$ cat src/dis_pkg.sv
// constants and types for the diagnostic interrupt section builder
package dis_pkg;
	localparam int          SECT_BYTES    = 20;
	localparam logic [5:0]  SECT_LEN      = 6'h14;
	localparam logic [1:0]  HDR_MOD_CODE  = 2'h0;
	localparam logic        ALARM_MARK    = 1'h1;
	localparam logic [6:0]  TYPE_DIAG     = 7'h01;
	localparam logic [6:0]  TYPE_PROC     = 7'h02;
	localparam logic [1:0]  KIND_PROC     = 2'h0;
	localparam logic [1:0]  KIND_DIAG_IN  = 2'h1;
	localparam logic [1:0]  KIND_DIAG_OUT = 2'h2;
	localparam logic [1:0]  KIND_RSVD     = 2'h3;
	localparam logic [7:0]  SLOT_MIN      = 8'h01;
	localparam logic [7:0]  SLOT_MAX      = 8'h20;
	localparam logic [5:0]  SEQ_MIN       = 6'h01;
	localparam logic [5:0]  SEQ_MAX       = 6'h20;
	localparam logic [3:0]  CLASS_DIGITAL = 4'hf;
	localparam logic [3:0]  CLASS_ANALOG  = 4'h5;
	localparam logic [3:0]  function_module_class = 4'h8;
	localparam logic [3:0]  comm_processor_class  = 4'hc;
	localparam logic [7:0]  MTYPE_DI      = 8'h70;
	localparam logic [7:0]  MTYPE_AI      = 8'h71;
	localparam logic [7:0]  MTYPE_DO      = 8'h72;
	localparam logic [7:0]  MTYPE_AO      = 8'h73;
	localparam logic [7:0]  MTYPE_AIO     = 8'h74;
	localparam logic [7:0]  MTYPE_CNT     = 8'h76;
	localparam int          IDX_HDR       = 0;
	localparam int          IDX_TYPE      = 1;
	localparam int          IDX_SLOT      = 2;
	localparam int          IDX_STATE     = 3;
	localparam int          IDX_REC0      = 4;
	localparam int          IDX_MODTYPE   = 8;
	localparam int          IDX_CHLEN     = 9;
	localparam int          IDX_CHCNT     = 10;
	localparam int          IDX_CHEVT     = 12;
	localparam int          CH_GROUPS     = 8;
	localparam logic [7:0]  X5_MASK       = 8'h3f;
	localparam logic [7:0]  X6_MASK       = 8'h7f;
	localparam logic [7:0]  X7_MASK       = 8'h40;
	localparam logic [7:0]  ADDR_CTRL     = 8'h00;
	localparam logic [7:0]  ADDR_STATUS   = 8'h04;
	localparam logic [7:0]  ADDR_SECT0    = 8'h08;
	localparam int          SECT_WORDS    = 5;
	localparam int          CTRL_EN       = 0;
	localparam int          CTRL_RELEASE  = 1;
	localparam int          CTRL_CLR_REF  = 2;
	localparam logic        CTRL_EN_RST   = 1'h1;
	localparam logic [1:0]  RESP_OKAY     = 2'h0;
	localparam logic [1:0]  RESP_SLVERR   = 2'h2;
	typedef logic [SECT_BYTES-1:0][7:0] dis_sect_t;
	typedef enum {RG_CTRL, RG_STATUS, RG_SECT, RG_NONE} dis_region_t;
endpackage

$ cat src/dis_builder.sv
// interrupt section builder with an AXI4-Lite register slave
// Function
// - header bits 5:0 hold section length twenty
// - header bits 7:6 carry module-related code
// - byte two: interrupt type plus marker bit
// - byte three carries slot 1 to 32
// - state bits: process, arriving, departing; never 11
// - bit 2 zero, sequence number in 7:3
// - diagnostic byte five: eight module fault bits
// - module class in low nibble of byte six
// - channel/user info bits 4,5; 7:6 zero
// - byte seven status flags, bit 7 zero
// - byte eight only process-interrupt-lost bit
// - byte nine gives module type code
// - channel diag length and channel count bytes
// - one event byte per channel group 0-7
// - diagnostic fills record 0 and record 1
// - process alarm fills four info bytes
// - one interrupt per frame, section last
// - section never exceeds twenty bytes
//
// Chosen here: the AXI4-Lite slave port and the placing of the registers.
`timescale 1ns/1ps
module dis_builder #(
	parameter int ADDR_W = 8
) (
	input  wire logic                  sys_clk_in,
	input  wire logic                  nrst_in,
	input  wire logic [ADDR_W-1:0]     s_axi_awaddr,
	input  wire logic                  s_axi_awvalid,
	output logic                       s_axi_awready,
	input  wire logic [31:0]           s_axi_wdata,
	input  wire logic [3:0]            s_axi_wstrb,
	input  wire logic                  s_axi_wvalid,
	output logic                       s_axi_wready,
	output logic [1:0]                 s_axi_bresp,
	output logic                       s_axi_bvalid,
	input  wire logic                  s_axi_bready,
	input  wire logic [ADDR_W-1:0]     s_axi_araddr,
	input  wire logic                  s_axi_arvalid,
	output logic                       s_axi_arready,
	output logic [31:0]                s_axi_rdata,
	output logic [1:0]                 s_axi_rresp,
	output logic                       s_axi_rvalid,
	input  wire logic                  s_axi_rready,
	input  wire logic                  alarm_req_in,
	input  wire logic [1:0]            alarm_kind_in,
	input  wire logic [7:0]            alarm_slot_in,
	input  wire logic [31:0]           alarm_rec0_in,
	input  wire logic [7:0]            alarm_modtype_in,
	input  wire logic [7:0]            alarm_chlen_in,
	input  wire logic [7:0]            alarm_chcnt_in,
	input  wire logic [63:0]           alarm_chevt_in,
	output logic                       alarm_ready_out,
	output logic                       sect_valid_out,
	output logic [5:0]                 sect_len_out,
	input  wire logic [4:0]            sect_rd_idx_in,
	output logic [7:0]                 sect_rd_byte_out,
	input  wire logic                  sect_done_in
);
	import dis_pkg::*;

	function automatic dis_region_t region(input logic [ADDR_W-1:0] a);
		logic [7:0] w;
		w = a[7:0];
		if (w == ADDR_CTRL)
			return RG_CTRL;
		else if (w == ADDR_STATUS)
			return RG_STATUS;
		else if (w >= ADDR_SECT0 && w < ADDR_SECT0 + 8'(4 * SECT_WORDS)
			&& w[1:0] == 2'h0)
			return RG_SECT;
		else
			return RG_NONE;
	endfunction

	dis_sect_t   sect_reg;
	dis_sect_t   sect_next;
	logic        pend_reg;
	logic        pend_next;
	logic        en_reg;
	logic        refused_reg;
	logic [5:0]  seq_reg;
	logic [5:0]  last_seq_reg;
	logic        accept;
	logic        fields_ok;
	logic        aw_got_reg;
	logic        w_got_reg;
	logic [ADDR_W-1:0] aw_addr_reg;
	logic [31:0] w_data_reg;
	logic [3:0]  w_strb_reg;
	logic        wr_do;
	logic        ctrl_wr;
	logic        release_pulse;
	logic        clr_ref_pulse;
	logic [2:0]  sect_word;

	// reserved kind and out-of-range slots never reach the frame
	assign fields_ok = (alarm_kind_in != KIND_RSVD)
		&& alarm_slot_in >= SLOT_MIN && alarm_slot_in <= SLOT_MAX;
	// ready is registered from the next pending state, so no second
	// alarm can slip in during the cycle the section fills
	assign accept = alarm_req_in && alarm_ready_out && fields_ok;

	always_comb begin
		sect_next = '0;
		sect_next[IDX_HDR] = {HDR_MOD_CODE, SECT_LEN};
		sect_next[IDX_TYPE] = {ALARM_MARK,
			(alarm_kind_in == KIND_PROC) ? TYPE_PROC : TYPE_DIAG};
		sect_next[IDX_SLOT] = alarm_slot_in;
		// the field is five bits wide: sequence 32 shows as 00000
		sect_next[IDX_STATE] = {seq_reg[4:0], 1'b0, alarm_kind_in};
		if (alarm_kind_in == KIND_PROC) begin
			for (int b = 0; b < 4; b++) begin
				sect_next[IDX_REC0 + b] = alarm_rec0_in[b*8 +: 8];
			end
		end else begin
			sect_next[IDX_REC0] = alarm_rec0_in[7:0];
			sect_next[IDX_REC0+1] = alarm_rec0_in[15:8] & X5_MASK;
			sect_next[IDX_REC0+2] = alarm_rec0_in[23:16] & X6_MASK;
			sect_next[IDX_REC0+3] = alarm_rec0_in[31:24] & X7_MASK;
			sect_next[IDX_MODTYPE] = alarm_modtype_in;
			sect_next[IDX_CHLEN] = alarm_chlen_in;
			sect_next[IDX_CHCNT] = alarm_chcnt_in;
			for (int g = 0; g < CH_GROUPS; g++) begin
				if (8'(g) < alarm_chcnt_in)
					sect_next[IDX_CHEVT + g] = alarm_chevt_in[g*8 +: 8];
			end
		end
	end

	always_comb begin
		pend_next = pend_reg;
		if (sect_done_in || release_pulse)
			pend_next = 1'b0;
		if (accept)
			pend_next = 1'b1;
	end

	always_ff @(posedge sys_clk_in or negedge nrst_in) begin
		if (!nrst_in) begin
			sect_reg <= '0;
		end else if (accept) begin
			sect_reg <= sect_next;
		end
	end

	always_ff @(posedge sys_clk_in or negedge nrst_in) begin
		if (!nrst_in) begin
			pend_reg        <= 1'b0;
			alarm_ready_out <= 1'b0;
			sect_valid_out  <= 1'b0;
			sect_len_out    <= '0;
		end else begin
			pend_reg        <= pend_next;
			alarm_ready_out <= en_reg && !pend_next;
			sect_valid_out  <= pend_next;
			sect_len_out    <= pend_next ? SECT_LEN : 6'h00;
		end
	end

	always_ff @(posedge sys_clk_in or negedge nrst_in) begin
		if (!nrst_in) begin
			seq_reg      <= SEQ_MIN;
			last_seq_reg <= '0;
		end else if (accept) begin
			last_seq_reg <= seq_reg;
			seq_reg <= (seq_reg == SEQ_MAX) ? SEQ_MIN : seq_reg + 6'h01;
		end
	end

	// the frame assembler fetches bytes after its other sections
	always_ff @(posedge sys_clk_in or negedge nrst_in) begin
		if (!nrst_in) begin
			sect_rd_byte_out <= '0;
		end else if (pend_reg && 32'(sect_rd_idx_in) < SECT_BYTES) begin
			sect_rd_byte_out <= sect_reg[sect_rd_idx_in];
		end else begin
			sect_rd_byte_out <= '0;
		end
	end

	// a refusal in the cycle of the clear still leaves the flag set
	always_ff @(posedge sys_clk_in or negedge nrst_in) begin
		if (!nrst_in) begin
			refused_reg <= 1'b0;
		end else if (alarm_req_in && !accept) begin
			refused_reg <= 1'b1;
		end else if (clr_ref_pulse) begin
			refused_reg <= 1'b0;
		end
	end

	assign wr_do   = aw_got_reg && w_got_reg && !s_axi_bvalid;
	assign ctrl_wr = wr_do && region(aw_addr_reg) == RG_CTRL
		&& w_strb_reg[0];
	assign release_pulse = ctrl_wr && w_data_reg[CTRL_RELEASE];
	assign clr_ref_pulse = ctrl_wr && w_data_reg[CTRL_CLR_REF];

	always_ff @(posedge sys_clk_in or negedge nrst_in) begin
		if (!nrst_in) begin
			en_reg <= CTRL_EN_RST;
		end else if (ctrl_wr) begin
			en_reg <= w_data_reg[CTRL_EN];
		end
	end

	always_ff @(posedge sys_clk_in or negedge nrst_in) begin
		if (!nrst_in) begin
			s_axi_awready <= 1'b0;
			aw_got_reg    <= 1'b0;
			aw_addr_reg   <= '0;
		end else begin
			s_axi_awready <= !s_axi_awready && s_axi_awvalid && !aw_got_reg
				&& !s_axi_bvalid;
			if (s_axi_awvalid && s_axi_awready) begin
				aw_got_reg  <= 1'b1;
				aw_addr_reg <= s_axi_awaddr;
			end else if (wr_do) begin
				aw_got_reg <= 1'b0;
			end
		end
	end

	always_ff @(posedge sys_clk_in or negedge nrst_in) begin
		if (!nrst_in) begin
			s_axi_wready <= 1'b0;
			w_got_reg    <= 1'b0;
			w_data_reg   <= '0;
			w_strb_reg   <= '0;
		end else begin
			s_axi_wready <= !s_axi_wready && s_axi_wvalid && !w_got_reg
				&& !s_axi_bvalid;
			if (s_axi_wvalid && s_axi_wready) begin
				w_got_reg  <= 1'b1;
				w_data_reg <= s_axi_wdata;
				w_strb_reg <= s_axi_wstrb;
			end else if (wr_do) begin
				w_got_reg <= 1'b0;
			end
		end
	end

	always_ff @(posedge sys_clk_in or negedge nrst_in) begin
		if (!nrst_in) begin
			s_axi_bvalid <= 1'b0;
			s_axi_bresp  <= RESP_OKAY;
		end else if (wr_do) begin
			s_axi_bvalid <= 1'b1;
			s_axi_bresp  <= (region(aw_addr_reg) == RG_NONE) ?
				RESP_SLVERR : RESP_OKAY;
		end else if (s_axi_bready) begin
			s_axi_bvalid <= 1'b0;
		end
	end

	assign sect_word = 3'((s_axi_araddr[7:0] - ADDR_SECT0) >> 2);

	always_ff @(posedge sys_clk_in or negedge nrst_in) begin
		if (!nrst_in) begin
			s_axi_arready <= 1'b0;
			s_axi_rvalid  <= 1'b0;
			s_axi_rdata   <= '0;
			s_axi_rresp   <= RESP_OKAY;
		end else begin
			s_axi_arready <= !s_axi_arready && s_axi_arvalid
				&& !s_axi_rvalid;
			if (s_axi_arvalid && s_axi_arready) begin
				s_axi_rvalid <= 1'b1;
				s_axi_rresp  <= RESP_OKAY;
				case (region(s_axi_araddr))
					RG_CTRL: s_axi_rdata <= {31'h0, en_reg};
					RG_STATUS: s_axi_rdata <= {15'h0, alarm_ready_out,
						2'h0, last_seq_reg, 6'h0, refused_reg, pend_reg};
					RG_SECT: s_axi_rdata <= {sect_reg[4*sect_word+3],
						sect_reg[4*sect_word+2], sect_reg[4*sect_word+1],
						sect_reg[4*sect_word]};
					default: begin
						s_axi_rdata <= '0;
						s_axi_rresp <= RESP_SLVERR;
					end
				endcase
			end else if (s_axi_rready) begin
				s_axi_rvalid <= 1'b0;
			end
		end
	end
endmodule

$ cat config.mk
export PLATFORM = sky130hd
export DESIGN_NAME = dis_builder
export DESIGN_NICKNAME = d
export VERILOG_FILES = /design/src/dis_pkg.sv /design/src/dis_builder.sv
export SDC_FILE = /design/constraint.sdc
export NUM_CORES = 1
export LEC_CHECK = 0
export BUFFER_PORTS_ARGS = -buffer_cell sky130_fd_sc_hd__buf_2
export CAP_MARGIN = 20
export CORE_MARGIN = 5
export CORE_UTILIZATION = 54
export CTS_BUF_LIST = sky130_fd_sc_hd__clkbuf_16
export DETAILED_ROUTE_END_ITERATION = 12
export PLACE_DENSITY = 0.91
export SLEW_MARGIN = 0
export SYNTH_ARGS = -nofsm -noshare
export SYNTH_HDL_FRONTEND = slang
export SYNTH_SLANG_ARGS = --single-unit
$ cat constraint.sdc
create_clock -name sys_clk_in -period 2.1 [get_ports sys_clk_in]
set_input_delay 0.42 -clock sys_clk_in [delete_from_list [all_inputs] [get_ports sys_clk_in]]
set_output_delay 0.42 -clock sys_clk_in [all_outputs]
set_load 0.01 [all_outputs]
==> metrics.txt <==
# TYPE chip_impl_metric gauge
chip_impl_metric{name="number_of_warnings_issued_by_yosys",unit=""} 0
chip_impl_metric{name="fin_nets",unit=""} 1314
chip_impl_metric{name="max-slew-margin-rel",unit=""} 0.540
chip_impl_metric{name="worst-slew-pin-transition",unit="ns"} 0.686
chip_impl_metric{name="die_area",unit="um^2"} 22300
chip_impl_metric{name="dp_hpwl",unit="um"} 25700
chip_impl_metric{name="total_leakage_power",unit="nW"} 6.23
chip_impl_info{name="worstSetupStartpointType",value="flip-flop"} 1
chip_impl_info{name="dominant_cell_by_count_in_the_synthesized_netlist",value="dfrtp_1"} 1
chip_impl_metric{name="floorplan.rows",unit=""} 51
chip_impl_metric{name="clock_sink_count",unit=""} 210
chip_impl_metric{name="largest_register_ff_count",unit=""} 133
chip_impl_metric{name="critical_path_peak_fanout",unit=""} 70
chip_impl_info{name="status",value="completed"} 1
chip_impl_info{name="hold_path_class",value="primary input to flip-flop"} 1
chip_impl_metric{name="clock_tree.htree_level_count",unit=""} 1
chip_impl_metric{name="synth-async-reset-ratio",unit=""} 1.00
chip_impl_info{name="postSynth.topFlopCell",value="dfrtp_1"} 1
chip_impl_metric{name="finalCoreUtilization",unit=""} 0.675
chip_impl_metric{name="starting_utilization_of_the_core_area",unit=""} 0.544
chip_impl_metric{name="timing_hold_violations_final",unit=""} 0
chip_impl_metric{name="post_synth_edffs",unit=""} 0
chip_impl_metric{name="p_per_area",unit="nW/um^2"} 782
chip_impl_metric{name="wire_length_of_the_first_global_routing_pass",unit="um"} 53500
chip_impl_metric{name="syn-instance-count",unit=""} 896
chip_impl_metric{name="drv_cap",unit=""} 0
chip_impl_info{name="largest_cells_by_area_after_synthesis",value="dfrtp_1 (50%), mux2_2 (8.7%), a32o_1 (5.3%)"} 1
chip_impl_info{name="leading_post_synthesis_cells_by_instance_count",value="dfrtp_1 (208), mux2_2 (81), nand2_1 (79), o21ai_0 (62), a32o_1 (56)"} 1
chip_impl_metric{name="syn_to_final_growth",unit="%"} 24.0
chip_impl_metric{name="synth.distinct_cells",unit=""} 58
chip_impl_metric{name="first_global_vias",unit=""} 9339
chip_impl_metric{name="drive_above_1_share",unit=""} 0.386
chip_impl_metric{name="i_o_pins",unit=""} 253
chip_impl_metric{name="cts_inserted_buffers",unit=""} 22
chip_impl_metric{name="maxClockFrequency",unit="MHz"} 514
chip_impl_metric{name="timing.final.crit_period",unit="ns"} 1.94
chip_impl_metric{name="grt_max_degree",unit=""} 71
chip_impl_metric{name="design.core.area",unit="um^2"} 19300
chip_impl_metric{name="antenna_found_initial",unit=""} 0
chip_impl_metric{name="synth.yosys.seq_area_share",unit=""} 0.501
chip_impl_info{name="grt_setup_unrepaired",value="false"} 1
chip_impl_metric{name="detailedRoute.firstIterationViolations",unit=""} 1045
chip_impl_metric{name="final_cell_count_no_fill",unit=""} 1397
chip_impl_info{name="clock_root_buffer",value="clkbuf_16"} 1
chip_impl_metric{name="power",unit="mW"} 10.2
chip_impl_metric{name="clk_transition_reported_paths",unit="ns"} 0.07
chip_impl_metric{name="setup_violations",unit=""} 0
chip_impl_info{name="tritoncts_clock_tree",value="done"} 1
chip_impl_metric{name="finalInstanceArea",unit="um^2"} 13000
chip_impl_metric{name="final.setup_skew",unit="ns"} 0.00962
chip_impl_metric{name="postCtsSetupBuffers",unit=""} 0
chip_impl_metric{name="first_pass_iters",unit=""} 5
chip_impl_metric{name="via_count",unit=""} 9202
chip_impl_metric{name="vias_per_cell",unit=""} 6.59
chip_impl_metric{name="die_width",unit="um"} 149
chip_impl_metric{name="netlist_area",unit="um^2"} 10500
chip_impl_metric{name="post-place-cells",unit=""} 1356
chip_impl_metric{name="placed_area",unit="um^2"} 12200
chip_impl_metric{name="avgRoutedWirePerCell",unit="um"} 24.8
chip_impl_metric{name="grt_remaining_overflow",unit=""} 0
chip_impl_metric{name="die_height",unit="um"} 149
chip_impl_metric{name="placement.io_buffers",unit=""} 214
chip_impl_metric{name="synth_top_area_frac",unit=""} 0.496
chip_impl_metric{name="drt_wl_total",unit="um"} 34700
chip_impl_metric{name="ys_ff_latch",unit=""} 210
chip_impl_metric{name="clock_tree.buffer_depth",unit=""} 3
chip_impl_metric{name="track_usage",unit=""} 0.310
chip_impl_metric{name="drtAntennaViolNets",unit=""} 0
chip_impl_info{name="criticalPathCategory",value="flip-flop to flip-flop"} 1
chip_impl_metric{name="drc",unit=""} 0
chip_impl_metric{name="final_gp_congestion",unit=""} 1.02
chip_impl_metric{name="clock_insertion_delay_worst_skew",unit="ns"} 0.51
chip_impl_metric{name="timing_max_transition_violations_final",unit=""} 0
chip_impl_metric{name="worstPathArrival",unit="ns"} 2.33
chip_impl_info{name="synth_top_area_cell",value="dfrtp_1"} 1
chip_impl_metric{name="ir_worst_vdd",unit="mV"} 0.744
chip_impl_metric{name="worst-endpoint-required",unit="ns"} 2.49
chip_impl_metric{name="diodes",unit=""} 0
chip_impl_info{name="cp-end-kind",value="flip-flop"} 1
chip_impl_metric{name="syn_area_per_cell",unit="um^2"} 11.7
chip_impl_metric{name="fin_crit_sh",unit=""} 0.926
==> metrics by stage <==
stage | hold WS (ns) | TNS (ns) | setup WS [ns]
2_1_floorplan | 0.124 | -14.94 | -0.177
6_report | 0.0906 | 0 | 0.155
5_1_grt | 0.0988 | 0 | 0.0737
4_1_cts | 0.0828 | 0 | 0.143
3_5_place_dp | 0.397 | -30.59 | -0.315
3_3_place_gp | 0.392 | -27.34 | -0.297
==> routing by layer <==
metal | wire, um | GRT usage
met2 | 16200 | 0.488
met5 | 0 | 0
met1 | 13300 | 0.421
met3 | 3710 | 0.0732
met4 | 1510 | 0.119
==> area by class of cell <==
class,count,area [um^2]
fillers,1381,6270
multi-input cells,589,4830
repair buffers,280,1730
clock buffers,23,576
clock inverters,17,229
inverters,13,48.8
well taps,265,332
flip-flops and latches,210,5260
==> where the power goes <==
part	internal, mW	leakage (nW)	switching (mW)
clock	2.63	0.393	1.68
sequential	4.35	2.87	0.279
combinational	0.605	2.97	0.631
total	7.58	6.23	2.59
==> worst max-delay path: stages (launching register included) <==
cell	delay, ns
dfrtp_1	0.44
and2_1	0.22
nand3_1	0.11
or3_4	0.48
buf_12	0.21
mux2_1	0.34
==> kinds of logic (layout without fill, tap and decap cells) <==
kind of cell	count (synthesis)	after routing	share of synthesized area
mux	136	136	0.169
flops	210	210	0.501
other cells	1	6	0.000357
xor+xnor	2	2	0.00167
buf+inv	102	333	0.0425
compound gates	287	287	0.211
simple gates	156	156	0.0725
fa+ha+maj	2	2	0.00239
==> path summary, 6_finish.rpt <==
check | start | to | slack, ns | cells after the start
worst max-delay path | alarm_ready_out | sect_reg[62] | 0.16 | 5
worst min-delay path | s_axi_rready | s_axi_rvalid | 0.09 | 2
worst max register to register | alarm_ready_out | sect_reg[62] | 0.16 | 5
worst min register to register | s_axi_awready | s_axi_awready | 0.47 | 1
max in group asynchronous | nrst_in | sect_rd_byte_out[5] | 1.03 | 3
min in group asynchronous | nrst_in | sect_reg[17] | 0.41 | 2
==> placed cells by master (no fill, tap or decap), types with 3 or more instances in the layout <==
master     synthesis  layout
a32o_1            56      56
nand2b_1           6       6
a21o_1             8       8
and2_1             6       6
buf_2             17     213
o21ai_0           62      62
a221oi_1          12      12
nor3_1            12       8
conb_1             1       6
buf_12             0      12
a22o_1            19      19
nand3_1            8       8
a22oi_1           33      33
a2bb2oi_1          3       3
clkinv_2           0       5
o21ai_1            4       4
nor2_1             8       8
bufinv_16          0       5
o2bb2ai_1         17      17
nor4b_1            3       3
a211oi_1           7       7
mux2i_1           27      27
nand2_1           79      79
nor2b_1           13      12
inv_1             13      13
mux4_2            24      24
dfrtp_1          208     208
clkbuf_16          0      23
or2_2              3       3
mux2_1             4       4
a21oi_1            4       4
nor3_2             0       4
nor4_1             4       4
o31ai_1           42      42
o22a_1             3       3
a221o_1            5       5
mux2_2            81      81
buf_4              9      53
==> timing repair <==
item	in CTS	in global routing
endpoints found under the setup margin	3	0
endpoints found under the hold margin	40	0
resized for setup	2	0
hold buffers	1	0
Power figures use the tool's default switching activity.
